## src/common/ptws_pkg.sv

```systemverilog
package ptws_pkg;

  // ------------------------------------------------------------
  // Register indices (byte address is four times the index)
  // ------------------------------------------------------------
  localparam int unsigned ADDR_W       = 12;
  localparam logic [11:0] IDX_PROT     = 12'hA20;
  localparam logic [11:0] IDX_CTRL     = 12'hA22;
  localparam logic [11:0] IDX_MODULUS  = 12'hA24;
  localparam logic [11:0] IDX_KEY      = 12'hA26;
  localparam logic [11:0] IDX_SOURCE   = 12'hA28;
  localparam logic [11:0] IDX_STATUS   = 12'hA2A;
  localparam logic [11:0] IDX_MASK     = 12'hA2C;

  // ------------------------------------------------------------
  // Field positions and reset values
  // ------------------------------------------------------------
  localparam logic [10:0] CTRL_RST     = 11'h00F;
  localparam int unsigned CTRL_LVL_LSB = 8;
  localparam int unsigned MOD_PS_BIT   = 8;
  localparam int unsigned PROT_ON_BIT  = 7;
  localparam int unsigned PROT_PS_BIT  = 6;
  localparam int unsigned PROT_RT_LSB  = 4;
  localparam logic        PROT_ON_RST  = 1'b1;
  localparam int unsigned STAT_TICK    = 0;
  localparam int unsigned STAT_WDOG    = 1;
  localparam logic [7:0]  KEY_FIRST    = 8'h55;
  localparam logic [7:0]  KEY_SECOND   = 8'hAA;

  // ------------------------------------------------------------
  // Counts
  // ------------------------------------------------------------
  localparam int unsigned TICK_BASE_DIV = 4;
  localparam logic [4:0]  WD_EXP_STEP   = 5'h02;
  localparam logic [4:0]  WD_EXP_PRESC  = 5'h09;
  localparam logic [4:0]  WD_EXP_FAST   = 5'h07;
  localparam logic [1:0]  STRAP_CYCLES  = 2'h3;

  typedef enum logic [1:0] {SRC_SLOW = 2'b00, SRC_FAST = 2'b01, SRC_EXT = 2'b10} ptws_src_t;
  typedef enum logic {KEY_IDLE = 1'b0, KEY_ARMED = 1'b1} ptws_key_t;
  typedef enum logic {BUS_IDLE = 1'b0, BUS_ANSWER = 1'b1} ptws_bus_t;

endpackage

```

## src/common/ptws_tick_if.sv

```systemverilog
`timescale 1ns/1ns
interface ptws_tick_if;
  logic [7:0] modulus;
  logic       prescale;
  logic       fast;
  logic       tick;
  modport timer (input modulus, input prescale, input fast, output tick);
  modport ctrl  (output modulus, output prescale, output fast, input tick);
endinterface

```

## src/hdl/ptws_tick_timer.sv

```systemverilog
`timescale 1ns/1ns
module ptws_tick_timer
  import ptws_pkg::*;
#(
  parameter int unsigned TICK_PRESCALE = 512,
  parameter int unsigned FAST_FACTOR   = 128
)
(
  input wire logic     core_clk,
  input wire logic     rst_n,
  ptws_tick_if.timer   tif
);

  logic [31:0] div_cnt;
  logic [31:0] div_limit;
  logic [7:0]  count;
  logic        sub_tick;

  // ------------------------------------------------------------
  // Prescaled tick
  // ------------------------------------------------------------
  always_comb
  begin
    div_limit = 32'(TICK_BASE_DIV) * (tif.fast ? 32'(FAST_FACTOR) : 32'h1)
              * (tif.prescale ? 32'(TICK_PRESCALE) : 32'h1);
    // A limit that shrinks below the running count ends the step at once.
    sub_tick  = (div_cnt >= div_limit - 32'h1);
  end

  always_ff @(posedge core_clk or negedge rst_n)
  begin
    if (!rst_n)
      div_cnt <= 32'h0;
    else if (count == 8'h0 || sub_tick)
      div_cnt <= 32'h0;
    else
      div_cnt <= div_cnt + 32'h1;
  end

  // ------------------------------------------------------------
  // Modulus down counter
  // ------------------------------------------------------------
  // An idle counter (zero) reloads at once; a new modulus otherwise
  // takes effect at the next reload.
  always_ff @(posedge core_clk or negedge rst_n)
  begin
    if (!rst_n)
      count <= 8'h0;
    else if (count == 8'h0)
      count <= tif.modulus;
    else if (sub_tick)
      count <= (count == 8'h1) ? tif.modulus : count - 8'h1;
  end

  always_ff @(posedge core_clk or negedge rst_n)
  begin
    if (!rst_n)
      tif.tick <= 1'b0;
    else
      tif.tick <= sub_tick && (count == 8'h1);
  end

endmodule

```

## src/hdl/ptws_top.sv

```systemverilog
`timescale 1ns/1ns
module ptws_top
  import ptws_pkg::*;
#(
  parameter int unsigned TICK_PRESCALE = 512,
  parameter int unsigned FAST_FACTOR   = 128,
  parameter logic [4:0]  WD_MIN_EXP    = 5'h09
)
(
  input  wire logic        core_clk,
  input  wire logic        rst_n,
  input  wire logic [11:0] avs_address,
  input  wire logic        avs_read,
  input  wire logic        avs_write,
  input  wire logic [31:0] avs_writedata,
  input  wire logic [3:0]  avs_byteenable,
  output      logic [31:0] avs_readdata,
  output      logic        avs_waitrequest,
  input  wire logic        clock_mode_pin,
  input  wire logic        tick_iack,
  output      logic [2:0]  tick_irq_level,
  output      logic [7:0]  tick_vector,
  output      logic        tick_vector_valid,
  output      logic        wd_reset_req,
  output      logic        irq
);

  ptws_tick_if tif ();

  logic        pin_meta;
  logic        pin_sync;
  logic [1:0]  strap_cnt;
  logic        strap_done;
  ptws_bus_t   bus_state;
  logic [15:0] wmask;
  logic [15:0] wdata;
  logic        wr_stb;
  logic [31:0] rd_mux;
  logic [10:0] ctrl;
  logic [7:0]  mod_count;
  logic        mod_ps;
  logic        prot_on;
  logic        prot_ps;
  logic [1:0]  prot_ratio;
  logic        prot_locked;
  ptws_src_t   source;
  logic [1:0]  status;
  logic [1:0]  mask;
  logic [1:0]  events;
  ptws_key_t   key_state;
  logic        key_wr;
  logic        key_ok;
  logic [4:0]  wd_exp;
  logic [31:0] wd_limit;
  logic [31:0] wd_cnt;
  logic        wd_expire;
  logic        tick_pending;

  // ------------------------------------------------------------
  // Mode pin synchroniser and strap capture
  // ------------------------------------------------------------
  always_ff @(posedge core_clk or negedge rst_n)
  begin
    if (!rst_n)
    begin
      pin_meta <= 1'b0;
      pin_sync <= 1'b0;
    end
    else
    begin
      pin_meta <= clock_mode_pin;
      pin_sync <= pin_meta;
    end
  end

  // The bus stays stalled until the synchronised pin level is loaded.
  always_ff @(posedge core_clk or negedge rst_n)
  begin
    if (!rst_n)
      strap_cnt <= 2'h0;
    else if (strap_cnt != STRAP_CYCLES)
      strap_cnt <= strap_cnt + 2'h1;
  end

  assign strap_done = (strap_cnt == STRAP_CYCLES);

  // ------------------------------------------------------------
  // Avalon-MM slave
  // ------------------------------------------------------------
  // Each request is answered with one wait cycle; the write lands on
  // the edge at which waitrequest is seen low.
  always_ff @(posedge core_clk or negedge rst_n)
  begin
    if (!rst_n)
    begin
      bus_state       <= BUS_IDLE;
      avs_waitrequest <= 1'b1;
      avs_readdata    <= 32'h0;
    end
    else
    begin
      unique case (bus_state)
        BUS_IDLE:
        begin
          if (strap_done && (avs_read || avs_write))
          begin
            bus_state       <= BUS_ANSWER;
            avs_waitrequest <= 1'b0;
            avs_readdata    <= avs_read ? rd_mux : 32'h0;
          end
        end
        BUS_ANSWER:
        begin
          bus_state       <= BUS_IDLE;
          avs_waitrequest <= 1'b1;
        end
      endcase
    end
  end

  assign wr_stb = (bus_state == BUS_ANSWER) && avs_write;
  assign wmask  = {{8{avs_byteenable[1]}}, {8{avs_byteenable[0]}}};
  assign wdata  = avs_writedata[15:0] & wmask;

  always_comb
  begin
    rd_mux = 32'h0;
    unique case (avs_address)
      IDX_PROT:    rd_mux = {24'h0, prot_on, prot_ps, prot_ratio, 4'h0};
      IDX_CTRL:    rd_mux = {21'h0, ctrl};
      IDX_MODULUS: rd_mux = {23'h0, mod_ps, mod_count};
      IDX_KEY:     rd_mux = 32'h0;
      IDX_SOURCE:  rd_mux = {30'h0, source};
      IDX_STATUS:  rd_mux = {30'h0, status};
      IDX_MASK:    rd_mux = {30'h0, mask};
      default:     rd_mux = 32'h0;
    endcase
  end

  // ------------------------------------------------------------
  // Tick control and modulus registers
  // ------------------------------------------------------------
  always_ff @(posedge core_clk or negedge rst_n)
  begin
    if (!rst_n)
      ctrl <= CTRL_RST;
    else if (wr_stb && avs_address == IDX_CTRL)
      ctrl <= (ctrl & ~wmask[10:0]) | wdata[10:0];
  end

  always_ff @(posedge core_clk or negedge rst_n)
  begin
    if (!rst_n)
      mod_count <= 8'h0;
    else if (wr_stb && avs_address == IDX_MODULUS && avs_byteenable[0])
      mod_count <= wdata[7:0];
  end

  always_ff @(posedge core_clk or negedge rst_n)
  begin
    if (!rst_n)
      mod_ps <= 1'b0;
    else if (strap_cnt == STRAP_CYCLES - 2'h1)
      mod_ps <= pin_sync;
    else if (wr_stb && avs_address == IDX_MODULUS && avs_byteenable[1])
      mod_ps <= wdata[MOD_PS_BIT];
  end

  always_ff @(posedge core_clk or negedge rst_n)
  begin
    if (!rst_n)
      source <= SRC_SLOW;
    else if (wr_stb && avs_address == IDX_SOURCE && avs_byteenable[0]
             && wdata[1:0] != 2'b11)
      source <= ptws_src_t'(wdata[1:0]);
  end

  assign tif.modulus  = mod_count;
  assign tif.prescale = mod_ps;
  assign tif.fast     = (source == SRC_FAST);

  ptws_tick_timer #(
    .TICK_PRESCALE (TICK_PRESCALE),
    .FAST_FACTOR   (FAST_FACTOR)
  ) u_timer (
    .core_clk (core_clk),
    .rst_n    (rst_n),
    .tif      (tif.timer)
  );

  // ------------------------------------------------------------
  // Tick interrupt request and acknowledge
  // ------------------------------------------------------------
  // A new tick in the acknowledge cycle keeps the request pending.
  always_ff @(posedge core_clk or negedge rst_n)
  begin
    if (!rst_n)
      tick_pending <= 1'b0;
    else if (ctrl[10:CTRL_LVL_LSB] == 3'h0)
      tick_pending <= 1'b0;
    else if (tif.tick)
      tick_pending <= 1'b1;
    else if (tick_iack && tick_irq_level != 3'h0)
      tick_pending <= 1'b0;
  end

  always_ff @(posedge core_clk or negedge rst_n)
  begin
    if (!rst_n)
      tick_irq_level <= 3'h0;
    else if (tick_pending && !(tick_iack && tick_irq_level != 3'h0))
      tick_irq_level <= ctrl[10:CTRL_LVL_LSB];
    else
      tick_irq_level <= 3'h0;
  end

  always_ff @(posedge core_clk or negedge rst_n)
  begin
    if (!rst_n)
    begin
      tick_vector       <= 8'h0;
      tick_vector_valid <= 1'b0;
    end
    else
    begin
      tick_vector_valid <= tick_iack && tick_irq_level != 3'h0;
      if (tick_iack && tick_irq_level != 3'h0)
        tick_vector <= ctrl[7:0];
    end
  end

  // ------------------------------------------------------------
  // Protection control (writable once after reset)
  // ------------------------------------------------------------
  always_ff @(posedge core_clk or negedge rst_n)
  begin
    if (!rst_n)
    begin
      prot_on     <= PROT_ON_RST;
      prot_ratio  <= 2'h0;
      prot_locked <= 1'b0;
    end
    else if (wr_stb && avs_address == IDX_PROT && !prot_locked)
    begin
      prot_locked <= 1'b1;
      if (avs_byteenable[0])
      begin
        prot_on    <= wdata[PROT_ON_BIT];
        prot_ratio <= wdata[PROT_RT_LSB +: 2];
      end
    end
  end

  always_ff @(posedge core_clk or negedge rst_n)
  begin
    if (!rst_n)
      prot_ps <= 1'b0;
    else if (strap_cnt == STRAP_CYCLES - 2'h1)
      prot_ps <= ~pin_sync;
    else if (wr_stb && avs_address == IDX_PROT && !prot_locked && avs_byteenable[0])
      prot_ps <= wdata[PROT_PS_BIT];
  end

  // ------------------------------------------------------------
  // Watchdog key sequence
  // ------------------------------------------------------------
  // Only writes to the key register move the sequence; any other
  // access leaves an armed sequence untouched.
  assign key_wr = wr_stb && avs_address == IDX_KEY && avs_byteenable[0];
  assign key_ok = key_wr && key_state == KEY_ARMED && wdata[7:0] == KEY_SECOND;

  always_ff @(posedge core_clk or negedge rst_n)
  begin
    if (!rst_n)
      key_state <= KEY_IDLE;
    else if (key_wr)
    begin
      if (wdata[7:0] == KEY_FIRST)
        key_state <= KEY_ARMED;
      else
        key_state <= KEY_IDLE;
    end
  end

  // ------------------------------------------------------------
  // Watchdog counter
  // ------------------------------------------------------------
  always_comb
  begin
    wd_exp = WD_MIN_EXP + (5'(prot_ratio) * WD_EXP_STEP)
           + (prot_ps ? WD_EXP_PRESC : 5'h0)
           + ((source == SRC_FAST) ? WD_EXP_FAST : 5'h0);
    wd_limit  = 32'h1 << wd_exp;
    wd_expire = prot_on && (wd_cnt == wd_limit - 32'h1);
  end

  always_ff @(posedge core_clk or negedge rst_n)
  begin
    if (!rst_n)
      wd_cnt <= 32'h0;
    else if (!prot_on || key_ok || wd_expire)
      wd_cnt <= 32'h0;
    else
      wd_cnt <= wd_cnt + 32'h1;
  end

  always_ff @(posedge core_clk or negedge rst_n)
  begin
    if (!rst_n)
      wd_reset_req <= 1'b0;
    else if (wd_expire)
      wd_reset_req <= 1'b1;
  end

  // ------------------------------------------------------------
  // Event status, mask and interrupt line
  // ------------------------------------------------------------
  assign events = {wd_expire, tif.tick};

  always_ff @(posedge core_clk or negedge rst_n)
  begin
    if (!rst_n)
      status <= 2'h0;
    else if (wr_stb && avs_address == IDX_STATUS)
      status <= (status & ~wdata[1:0]) | events;
    else
      status <= status | events;
  end

  always_ff @(posedge core_clk or negedge rst_n)
  begin
    if (!rst_n)
      mask <= 2'h0;
    else if (wr_stb && avs_address == IDX_MASK && avs_byteenable[0])
      mask <= wdata[1:0];
  end

  always_ff @(posedge core_clk or negedge rst_n)
  begin
    if (!rst_n)
      irq <= 1'b0;
    else
      irq <= |(status & mask);
  end

endmodule

```

## config.mk

```make
export PLATFORM = sky130hd
export DESIGN_NAME = ptws_top
export DESIGN_NICKNAME = d
export VERILOG_FILES = /design/src/common/ptws_pkg.sv /design/src/common/ptws_tick_if.sv /design/src/hdl/ptws_tick_timer.sv /design/src/hdl/ptws_top.sv
export SDC_FILE = /design/constraint.sdc
export NUM_CORES = 1
export LEC_CHECK = 0
export BUFFER_PORTS_ARGS = -buffer_cell sky130_fd_sc_hd__buf_2
export CORE_UTILIZATION = 55
export DETAILED_ROUTE_END_ITERATION = 7
export HOLD_SLACK_MARGIN = 0.06
export PLACE_DENSITY = 0.72
export SLEW_MARGIN = 10
export SYNTH_ARGS = -nofsm -noshare
export SYNTH_HDL_FRONTEND = slang
export SYNTH_SLANG_ARGS = --single-unit
export TNS_END_PERCENT = 100
```

## constraint.sdc

```tcl
create_clock -name core_clk -period 10.79 [get_ports core_clk]
set_input_delay 0.5395 -clock core_clk [delete_from_list [all_inputs] [get_ports core_clk]]
set_output_delay 0.5395 -clock core_clk [all_outputs]
set_load 0.01 [all_outputs]
```

# [After elaboration in Yosys (flattened, before gate mapping)]
# Index checks and enable logic that the tools add are counted.
[totals] reg_bits=158 latch_bits=0 mem_bits_rw=0 mem_bits_ro=0 input_bits=54 output_inout_bits=47 n_memories=0
[op_classes] n_addsub=9 multipliers=1 div=0 magnitude_cmp=1 eq_ne=17 n_shift=1 mux=25 bitwise_logic=11 n_reduce_logical=40
[op_table] cell="$mux 32" count=3
[op_table] cell="$eq 12x12->1 const B" count=7
[op_table] cell="$pmux 11 s6" count=1
[op_table] cell="$add 32x1->32 const B" count=2
[op_table] cell="$sub 32x1->32 const B" count=2
[op_table] cell="$eq 32x32->1" count=1
[op_table] cell="$ge 32x32->1" count=1
[op_table] cell="$mul 30x32->30" count=1
[op_table] cell="$mux 8" count=4
[op_table] cell="$shl 1x5->32 const A" count=1
[op_table] cell="$logic_and 1x1->1" count=23
[op_table] cell="$and 11x11->11" count=2
[op_table] cell="$not 11->11" count=1
[op_table] cell="$or 11x11->11" count=1
[op_table] cell="$mux 1" count=10
[op_table] cell="$mux 10" count=1
[op_table] cell="$eq 8x1->1 const B" count=1
[op_table] cell="$eq 8x7->1 const B" count=1
[op_table] cell="$eq 8x8->1 const B" count=1
[op_table] cell="$logic_not 8->1" count=1
[op_table] cell="$sub 8x1->8 const B" count=1
[op_table] cell="$mux 3" count=2
[op_table] cell="$ne 2x2->1 const B" count=3
[op_table] cell="$reduce_bool 2->1" count=3
[op_table] cell="19 further kinds" count=31

# [Depth between registers and ports, before layout]
# Gate-level depths: netlist (run 1).
[logic_depth] depth_word=9 depth_mapped=14 mapped_depth_nobuf=12

# [Cells and area by module]
# A second synthesis (run 1) with hierarchy kept.
[hier_totals] cells_unflattened=925 area_unflattened_um2=8558.2
[by_module_without_submodules] mod="ptws_top" instances=1 cells_each=721 area_each_um2=6392.4
[by_module_without_submodules] mod="ptws_tick_timer" instances=1 cells_each=204 area_each_um2=2165.8

# [Least setup slack after synthesis (run 1)]
# Ideal clock, no wire load.
[synth_path] path_type="register -> register" from="reg source[1]" to="reg wd_reset_req" setup_ns=0.078 t_arrival_ns=3.654 t_required_ns=10.712 path_slack_ns=7.058 stages_incl_launch_ff=14 cell_sequence="dfrtp_1 -> nor2b_1 -> inv_1 -> ha_1 -> fa_1 -> buf_4 -> nand2_2 -> xnor2_1 -> o221ai_1 -> xor2_1 -> or4_1 -> a2bb2o_4 -> or4_4 -> o21bai_1"
[synth_via] elab_chain_cells=7
[synth_rtl] element="from (decl)" line_no="ptws_top.sv:46" source="ptws_src_t source;"
[synth_rtl] element="from (signal assigned)" line_no="ptws_top.sv:175" source="source <= ptws_src_t'(wdata[1:0]);"
[synth_rtl] element="$eq 2x1->1" line_no="ptws_top.sv:292" source="+ ((source == SRC_FAST) ? WD_EXP_FAST : 5'h0);"
[synth_rtl] element="$mux 3" line_no="ptws_top.sv:292"
[synth_rtl] element="$add 5x3->5" line_no="ptws_top.sv:292"
[synth_rtl] element="$shl 1x5->32" line_no="ptws_top.sv:293" source="wd_limit = 32'h1 << wd_exp;"
[synth_rtl] element="$sub 32x1->32" line_no="ptws_top.sv:294" source="wd_expire = prot_on && (wd_cnt == wd_limit - 32'h1);"
[synth_rtl] element="$eq 32x32->1" line_no="ptws_top.sv:294"
[synth_rtl] element="$logic_and 1x1->1" line_no="ptws_top.sv:294"
[synth_rtl] element="to (signal assigned)" line_no="ptws_top.sv:310" source="wd_reset_req <= 1'b0;"
[synth_rtl] element="to (signal assigned)" line_no="ptws_top.sv:312" source="wd_reset_req <= 1'b1;"
[synth_rtl] element="to (decl)" line_no="ptws_top.sv:24" source="output logic wd_reset_req,"
# Every way passes these cells.
# A chain may end at the register's enable or synchronous reset.

# [Worst setup path in the final report (run 1)]
[layout_path] from="reg prot_ps" to="reg wd_reset_req"
[layout_via] elab_chain_cells=7
[layout_rtl] element="from (decl)" line_no="ptws_top.sv:43" source="logic prot_ps;"
[layout_rtl] element="from (signal assigned)" line_no="ptws_top.sv:259" source="prot_ps <= ~pin_sync;"
[layout_rtl] element="from (signal assigned)" line_no="ptws_top.sv:261" source="prot_ps <= wdata[PROT_PS_BIT];"
[layout_rtl] element="$mux 4" line_no="ptws_top.sv:291" source="+ (prot_ps ? WD_EXP_PRESC : 5'h0)"
[layout_rtl] element="$add 5x4->5" line_no="ptws_top.sv:291"
[layout_rtl] element="$add 5x3->5" line_no="ptws_top.sv:292"
[layout_rtl] element="$shl 1x5->32" line_no="ptws_top.sv:293"
[layout_rtl] element="$sub 32x1->32" line_no="ptws_top.sv:294"
[layout_rtl] element="$eq 32x32->1" line_no="ptws_top.sv:294"
[layout_rtl] element="$logic_and 1x1->1" line_no="ptws_top.sv:294"
# Every way passes these cells.

==> impl_metrics.json, run 1 <==
{
  "worst_setup_path_start_kind": "register",
  "finalSetupViolations": 0,
  "synth_top_area_share_pct": 39.88,
  "grt_max_degree": 73,
  "synth_flop_cell": "dfrtp_1",
  "worst-path-stages": 11,
  "cts.path.max_buffers": 2,
  "synth_edf_count": 0,
  "drive_gt1_share_pct": 15.09,
  "die_area_mm2": 0.01544,
  "vias": 6764,
  "hold_slack_ps": 80.56,
  "crit_chain": "inv_1, ha_1, fa_1, nand2_2, xnor2_1, o221ai_1, xor2_1, or4_1, a2bb2o_4, or4_4, o21bai_1",
  "worstSetupPathType": "reg -> reg",
  "clkTransAtPathRegs_ps": 60,
  "htree_levels": 4,
  "nNetsFinal": 1022,
  "design.core.area_mm2": 0.01453,
  "worst_pin_slew_ps": 1016,
  "yosysTopAreaCell": "dfrtp_1",
  "grt_overflow": 0,
  "drv_cap": 0,
  "path_delay_family": "simple AND/OR/NAND/NOR gates",
  "portBuffers": 56,
  "final_cells": 1138,
  "cp_data_required_time_ps": 11140,
  "ir_worst_vdd_v": 0.0001109,
  "cts_setup_buffers": 0,
  "place_inst": 1106,
  "cp_max_fo": 23,
  "cts_tree": "yes",
  "syn2layout_area_growth_pct": 12.22,
  "netlist_area_mm2": 0.008220,
  "gp_congestion": 0.9039,
  "synth.avg_cell_area_um2": 9.268,
  "track_usage_pct": 25.56,
  "hold_path_class": "in -> async",
  "fin_setup_tns_ps": 0,
  "finalCritPeriodShare_pct": 46.33,
  "finalHoldViolations": 0,
  "clk_latency_ps": 430,
  "clockRootBuffer": "clkbuf_16",
  "synth_cell_types": 82,
  "rsz0062_at_grt": "false",
  "finalClockSkew_ps": 10.92,
  "reg2reg_depth": 11,
  "wl_um": 18860,
  "slew_violations": 0,
  "vias_per_cell": 5.944,
  "insertedDiodeCount": 0,
  "num_rows": 44,
  "dr.pass1.iters": 5,
  "ys_seq_area_share_pct": 41.80,
  "ys_top_cells_by_area": "dfrtp_1 40%, nand2_1 4.8%, xnor2_1 4.4%",
  "synth_common_cells": "131 x dfrtp_1, 105 x nand2_1, 65 x nor2_1, 62 x a21oi_1, 41 x xnor2_1",
  "yosysMostFrequentCell": "dfrtp_1",
  "netlist_instances": 887,
  "initial_core_util_pct": 56.56,
  "cts.sinks": 137,
  "grt_pass1_wl_um": 32040,
  "postRouteAntennaNets": 0,
  "boundaryPins": 101,
  "endpoint_kind": "register",
  "antenna_found_initial": 0,
  "max_freq_mhz": 200.0,
  "cpPeakStageDelay_ps": 1060,
  "drt_iter0_drc": 543,
  "grt_pass1_vias": 6451,
  "worst_path_max_delay_cell": "fa_1",
  "slew_headroom_pct": 31.96,
  "drc": 0,
  "status": "finished, final reports clean",
  "ys_seq_elements": 137,
  "nFillCells": 1230,
  "postPlaceCellArea_mm2": 0.008586,
  "final_area_mm2": 0.009225,
  "die_w_um": 124.3,
  "power_density_mw_per_mm2": 143.0,
  "dpl.hpwl_um": 12960,
  "async_flop_share_pct": 100.0,
  "die_h_um": 124.3,
  "critical_path_buf_inv_count": 1,
  "finalPower_mw": 1.319,
  "yosys_warnings": 0,
  "cts_resized": 0,
  "postCtsHoldBufs": 0,
  "wl_per_cell_um": 16.57,
  "period_needed_ps": 4999,
  "cts_buffers": 17,
  "crit_arrival_ps": 5350,
  "p_leak_nw": 4.200
}
## flip-flops by register name, summed over array words and instances (netlist names), 2 cells and up, named ones only
name,count
mod_count,8
u_timer.div_cnt,32
strap_cnt,2
tick_irq_level,3
mask,2
tick_vector,8
avs_readdata,11
status,2
wd_cnt,32
source,2
prot_ratio,2
u_timer.count,8
## cells by family after synthesis
kind of cell	share of synthesized area [%]
AOI/OAI and AO/OA	15.34
xor gates and xnor gates	7.702
adders and majority gates	4.201
buffers and inverters	5.236
DFF	41.80
muxes	4.399
other	0.09136
and+or+nand+nor	21.23
## cells in the final DEF (no fill, tap or decap), drive strengths merged, types with 5 or more instances in the layout
cell    count
dfrtp     131
nand2     106
nor2       65
a21oi      62
buf        62
xnor2      43
o21ai      42
nand3      38
conb       36
inv        27
ha         26
xor2       25
mux2       25
nand4      22
nor3       21
clkbuf     17
nor2b      13
and3       12
nor4       11
nand2b     10
or4        10
a21o        9
or3         8
mux2i       8
a222oi      6
dfstp       6
a31oi       6
a211oi      5
o31ai       5
nor3b       5
clkinv      5
## final cells by class
cell class | instances | area [um2] | share of cell area, %
multi-input cells | 699 | 4499 | 48.77
flip-flops and latches | 137 | 3436 | 37.24
clock buffers | 17 | 425.4 | 4.611
repair buffers | 62 | 331.6 | 3.594
well taps | 184 | 230.2 | 2.496
clock inverters | 15 | 212.7 | 2.306
inverters | 24 | 90.09 | 0.9765
## power by group
| group | leakage [nW] | internal, mW | switching (mW) | total (mW) |
|---|---|---|---|---|
| sequential | 1.82 | 0.537 | 0.0264 | 0.563 |
| clock | 0.301 | 0.391 | 0.241 | 0.632 |
| combinational | 2.08 | 0.0475 | 0.0761 | 0.124 |
| total | 4.20 | 0.975 | 0.344 | 1.32 |
## layer usage
metal	vias up	share of wire, %	track usage (%)
met1	3244	46	35.93
met2	234	47	39.29
met4	0	1.8	8.930
met3	33	5.3	5.241
met5	-	0	0
li1	3253	-	-
## metrics by stage
stage | setup WS, ps | utilization [%]
6_report | 5791 | 63.47
2_1_floorplan | 7058 | -
3_5_place_dp | 5929 | 59.07
3_3_place_gp | 5913 | 59.07
5_1_grt | 5384 | 63.47
4_1_cts | 5912 | 63.46
## worst paths after layout
| check | startpoint | to | slack, ps |
|---|---|---|---|
| max | prot_ps | wd_reset_req | 5790 |
| min | rst_n | tick_vector[0] | 80 |
| max reg2reg | prot_ps | wd_reset_req | 5790 |
| min reg2reg | pin_meta | pin_sync | 370 |
| max in group asynchronous | rst_n | u_timer.div_cnt[29] | 9410 |
| min in group core_clk | clock_mode_pin | pin_meta | 240 |
No activity file was read; power rests on OpenSTA's default activity.
==> run 2, diff against run 1 <==
clock period = 5.2 ns   (was 10.79 ns; I/O delays follow)
==> impl_metrics.json, run 2 (synthesis gave the netlist of run 1 again) <==
{
  "worstHoldPathCells": 2,
  "finalHoldViolations": 0,
  "postRouteAntennaNets": 0,
  "top_layer_used": "met4",
  "fin_setup_tns_ps": 0,
  "power_density_mw_per_mm2": 288.8,
  "initial_core_util_pct": 56.56,
  "cts.sinks": 137,
  "wl_met2_um": 8552,
  "clockRootBuffer": "clkbuf_16",
  "cpPeakStageDelay_ps": 630,
  "endpoint_kind": "register",
  "portBuffers": 56,
  "nNetsFinal": 1030,
  "finalCritPeriodShare_pct": 83.68,
  "grt_overflow": 0,
  "finalClockSkew_ps": 9.623,
  "worstSetupPathType": "reg -> reg",
  "vias": 6708,
  "drt_iter0_drc": 526,
  "track_usage_pct": 24.70,
  "reg_top3": "u_timer.div_cnt x32, wd_cnt x32, avs_readdata x11",
  "worst_setup_path_start_kind": "register",
  "hold_slack_ps": 78.68,
  "final_common_cell": "dfrtp_1",
  "clkTransAtPathRegs_ps": 60,
  "period_needed_ps": 4352,
  "status": "finished, final reports clean",
  "wl_per_cell_um": 16.07,
  "final_util_pct": 63.74,
  "vias_per_cell": 5.853,
  "wirelength_met1_um": 8704,
  "met3_length_um": 920,
  "cp_max_fo": 31,
  "htree_levels": 4,
  "grt_pass1_vias": 6230,
  "grt_max_degree": 100,
  "worst_path_max_delay_cell": "fa_1",
  "num_rows": 44,
  "design.core.area_mm2": 0.01453,
  "boundaryPins": 101,
  "nFillCells": 1218,
  "ir_worst_vdd_v": 0.0002361,
  "clk_latency_ps": 420,
  "die_h_um": 124.3,
  "cts_buffers": 17,
  "crit_arrival_ps": 4690,
  "p_leak_nw": 4.225,
  "crit_chain": "nor2b_1, buf_4, inv_1, ha_1, fa_1, buf_4, nor4_1, o21ai_1, o311a_1, a311o_1, a32oi_1, nor4_4, buf_4, a21oi_1",
  "dpl.hpwl_um": 12990,
  "final_cell_mix": "131 x dfrtp_1, 105 x nand2_1, 65 x nor2_1, 61 x a21oi_1, 55 x buf_2",
  "cp_data_required_time_ps": 5540,
  "timing.critical_path.mode_cell": "buf_4",
  "grt_pass1_wl_um": 30930,
  "worst_pin_slew_ps": 1154,
  "wl_um": 18420,
  "max_freq_mhz": 229.8,
  "rsz0062_at_grt": "false",
  "finalPower_mw": 2.676,
  "hold_path_class": "in -> reg",
  "insertedDiodeCount": 0,
  "slew_headroom_pct": 23.05,
  "cts.path.max_buffers": 2,
  "syn2layout_area_growth_pct": 12.69,
  "drive_gt1_share_pct": 15.38,
  "layout.area.seq_mm2": 0.003436,
  "reg2reg_depth": 14,
  "dr.pass1.iters": 5,
  "die_w_um": 124.3,
  "die_area_mm2": 0.01544,
  "slew_violations": 0,
  "drv_cap": 0,
  "finalSetupViolations": 0,
  "drc": 0,
  "multi_input_area_mm2": 0.004498,
  "gp_congestion": 0.8916,
  "cts_tree": "yes",
  "antenna_found_initial": 0,
  "cts_setup_buffers": 0
}
## run 2: worst max-delay path, delay by kind of cell, from the launching register on
kind	cells	cell delay [ps]
compound gates	5	1650
fa+ha+maj	2	840
buf+inv	4	740
simple gates	3	640
flops	1	390
## run 2: worst paths after layout
| path | start | end | slack, ps |
|---|---|---|---|
| setup / recovery | source[0] | wd_cnt[4] | 850 |
| min in group asynchronous | rst_n | tick_vector_valid | 490 |
| max in group asynchronous | rst_n | avs_waitrequest | 3660 |
| setup reg to reg | source[0] | wd_cnt[4] | 850 |
| hold / removal | avs_writedata[10] | register | 80 |
| hold reg to reg | pin_meta | pin_sync | 350 |
## run 2: what timing repair did
item	4_1_cts	5_1_grt
gates resized for setup	0	0
hold endpoints to repair	94	0
hold buffers	2	0
endpoints found under the setup margin	0	0
## run 2: layer usage
layer | GRT usage [%] | vias up
met1 | 34.91 | 3202
met2 | 38.90 | 211
li1 | - | 3271
met3 | 4.210 | 24
met5 | 0 | -
met4 | 7.512 | 0
## run 2: through the flow
stage	area, um2	worst slack [ps]	std cells
2_1_floorplan	8348	1468	921
3_3_place_gp	8631	925.8	1112
3_5_place_dp	8631	913.5	1112
4_1_cts	9264	847.2	1146
5_1_grt	9264	451.1	1146
6_report	9264	848.4	1146
## run 2: final cells by class
type | instances | area share, %
multi-input cells | 699 | 48.55
clock inverters | 13 | 1.837
well taps | 184 | 2.485
flip-flops and latches | 137 | 37.09
inverters | 24 | 0.9724
clock buffers | 19 | 4.781
repair buffers | 70 | 4.281
## run 2: where the power goes
part           switching [mW]  total, mW  internal, mW
registers              0.0530       1.17          1.11
logic                   0.162      0.264         0.102
clock network           0.473       1.24         0.771
==> run 3, diff against run 2 <==
ABC_AREA = 1   (was unset)
CORE_UTILIZATION = 53   (was 55)
PLACE_DENSITY = 0.73   (was 0.72)
clock period = 3.9 ns   (was 5.2 ns; I/O delays follow)
==> impl_metrics.json, run 3 <==
{
  "status": "finished, final reports clean",
  "num_rows": 45,
  "yosysMostFrequentCell": "nand2_1",
  "yosys_warnings": 0,
  "cpPeakStageDelay_ps": 550,
  "clkTransAtPathRegs_ps": 60,
  "critical_path_buf_inv_count": 4,
  "reg_top3": "u_timer.div_cnt x32, wd_cnt x32, avs_readdata x11",
  "hold_path_class": "in -> reg",
  "ys_top_cells_by_area": "dfrtp_1 40%, nand2_1 8.7%, inv_1 6.1%",
  "drc": 0,
  "cts.sinks": 137,
  "die_w_um": 126.9,
  "yosysTopAreaCell": "dfrtp_1",
  "dpl.hpwl_um": 13850,
  "die_area_mm2": 0.01612,
  "clockRootBuffer": "clkbuf_16",
  "dr.pass1.iters": 5,
  "timing.critical_path.mode_cell": "nor2_1",
  "synth.avg_cell_area_um2": 7.888,
  "synth_compound_area_share_pct": 10.21,
  "path_delay_family": "simple AND/OR/NAND/NOR gates",
  "switchingPower_mw": 0.9497,
  "vias": 7246,
  "syn2layout_area_growth_pct": 16.26,
  "synth-xor-area-share_pct": 6.669,
  "ys_seq_area_share_pct": 41.52,
  "htree_levels": 4,
  "worst_setup_path_start_kind": "register",
  "max_freq_mhz": 269.1,
  "synth_top_family_by_area": "simple AND/OR/NAND/NOR gates",
  "nNetsFinal": 1231,
  "cts_buffers": 17,
  "synth_flop_cell": "dfrtp_1",
  "antenna_found_initial": 0,
  "synth_edf_count": 0,
  "power_frac_seq_pct": 43.4,
  "power_density_mw_per_mm2": 376.9,
  "finalCritPeriodShare_pct": 95.27,
  "slew_violations": 0,
  "finalClockSkew_ps": 9.373,
  "crit_arrival_ps": 4030,
  "drv_cap": 0,
  "boundaryPins": 101,
  "drt_iter0_drc": 655,
  "synth_top_area_share_pct": 39.62,
  "worst_path_max_delay_cell": "fa_1",
  "gp_congestion": 0.9083,
  "finalPower_mw": 3.625,
  "wl_per_cell_um": 14.36,
  "synth_common_cells": "192 x nand2_1, 135 x inv_1, 131 x dfrtp_1, 125 x nor2_1, 78 x nand3_1",
  "period_needed_ps": 3716,
  "cp_max_fo": 8,
  "netlist_instances": 1049,
  "wl_um": 19400,
  "grt_overflow": 0,
  "postRouteAntennaNets": 0,
  "cts_tree": "yes",
  "grt_pass1_wl_um": 31200,
  "synthSimpleGateAreaFrac_pct": 27.40,
  "ir_worst_vdd_v": 0.0003123,
  "async_flop_share_pct": 100.0,
  "design.core.area_mm2": 0.01520,
  "grt_pass1_vias": 6490,
  "crit_chain": "nor2_2, inv_1, ha_1, fa_1, inv_1, nand2_1, nor2_1, buf_4, o211ai_1, nand2_1, nor2_1, nand2_1, nor2_1, xor2_1, nand3_1, nor2_2, nand2_2, nand2_4, buf_6, nor2_1",
  "die_h_um": 126.9,
  "netlist_area_mm2": 0.008274,
  "p_int_mw": 2.675,
  "final_common_cell": "nand2_1",
  "p_comb_share_pct": 10.5,
  "slew_headroom_pct": 30.53,
  "portBuffers": 56,
  "pwr-share-clk_pct": 46.1,
  "insertedDiodeCount": 0,
  "worst_pin_slew_ps": 1036,
  "finalSetupViolations": 0,
  "synth.area.mux_share_pct": 0.3780,
  "ys_seq_elements": 137,
  "grt_max_degree": 85,
  "vias_per_cell": 5.363,
  "fin_setup_tns_ps": 0,
  "track_usage_pct": 24.65,
  "finalHoldViolations": 0,
  "drive_gt1_share_pct": 14.36,
  "swShare_pct": 26.20,
  "cp_data_required_time_ps": 4210,
  "clk_latency_ps": 420,
  "final_cell_mix": "191 x nand2_1, 135 x inv_1, 131 x dfrtp_1, 117 x nor2_1, 76 x nand3_1",
  "endpoint_kind": "register",
  "p_leak_nw": 4.714,
  "synth_cell_types": 55,
  "worstSetupPathType": "reg -> reg",
  "synth_adder_area_share_pct": 4.174,
  "cts.path.max_buffers": 2,
  "initial_core_util_pct": 54.43
}
run 3: power by group through the flow:
stage	Sequential [mW]	Combinational [mW]	Clock, mW
floorplan	1.61	0.222	0
global placement	1.60	0.363	0
detailed placement	1.60	0.368	0
CTS	1.57	0.378	1.70
global route	1.59	0.436	1.76
finish	1.57	0.381	1.67
run 3: worst paths after layout:
kind	start	to	slack, ps	cells after the start
max in group asynchronous	rst_n	asynchronous set/reset pin	2640	3
worst min-delay path	avs_writedata[3]	register	90	3
min in group asynchronous	rst_n	wd_cnt[16]	360	2
worst max-delay path	source[1]	wd_cnt[23]	180	20
worst min register to register	pin_meta	pin_sync	380	0
worst max register to register	source[1]	wd_cnt[23]	180	20
run 3: metal layers:
layer / up-vias / wire [um] / GRT usage (%)
li1: 3600 / - / -
met1: 3360 / 9181 / 34.48
met2: 250 / 8788 / 39.11
met3: 36 / 1067 / 4.513
met4: 0 / 367 / 7.353
met5: - / 0 / 0
run 3: layout make-up:
class / count / area (um2)
Fill cell: 1295 / 5583
Multi-Input combinational cell: 770 / 4233
Sequential cell: 137 / 3436
Timing Repair Buffer: 86 / 580.6
Inverter: 138 / 518.0
Clock buffer: 17 / 425.4
Tap cell: 188 / 235.2
Clock inverter: 15 / 191.4
run 3: worst reg2reg max path, delay by kind of cell, from the launching register on:
kind            cells  cell delay [ps]
simple gates       12             1550
fa+ha+maj           2              750
buf+inv             4              540
flops               1              420
compound gates      1              200
xor+xnor            1              160
run 3: what timing repair did:
item	CTS	global route
hold buffers	8	1
hold endpoints to repair	83	1
resized for setup	0	15
setup endpoints to repair	0	32
setup buffers	0	6
run 3: cell families after synthesis:
family | Yosys count
compound gates | 143
xor+xnor | 63
fa+ha+maj | 27
buf+inv | 176
flops | 137
mux | 3
other cells | 2
simple gates | 498
run 3: stage by stage:
step           cell area (um2)  std cells  hold slack [ps]  utilization [%]  worst slack (ps)
3_5_place_dp              8778       1302            291.6            57.74             160.2
6_report                  9619       1351            89.40            63.28             184.4
5_1_grt                   9619       1351            99.18            63.28            -32.83
2_1_floorplan             8402       1083           -100.6                -             693.9
3_3_place_gp              8778       1302            297.9            57.74             221.9
4_1_cts                   9475       1342            61.81            62.33             150.8
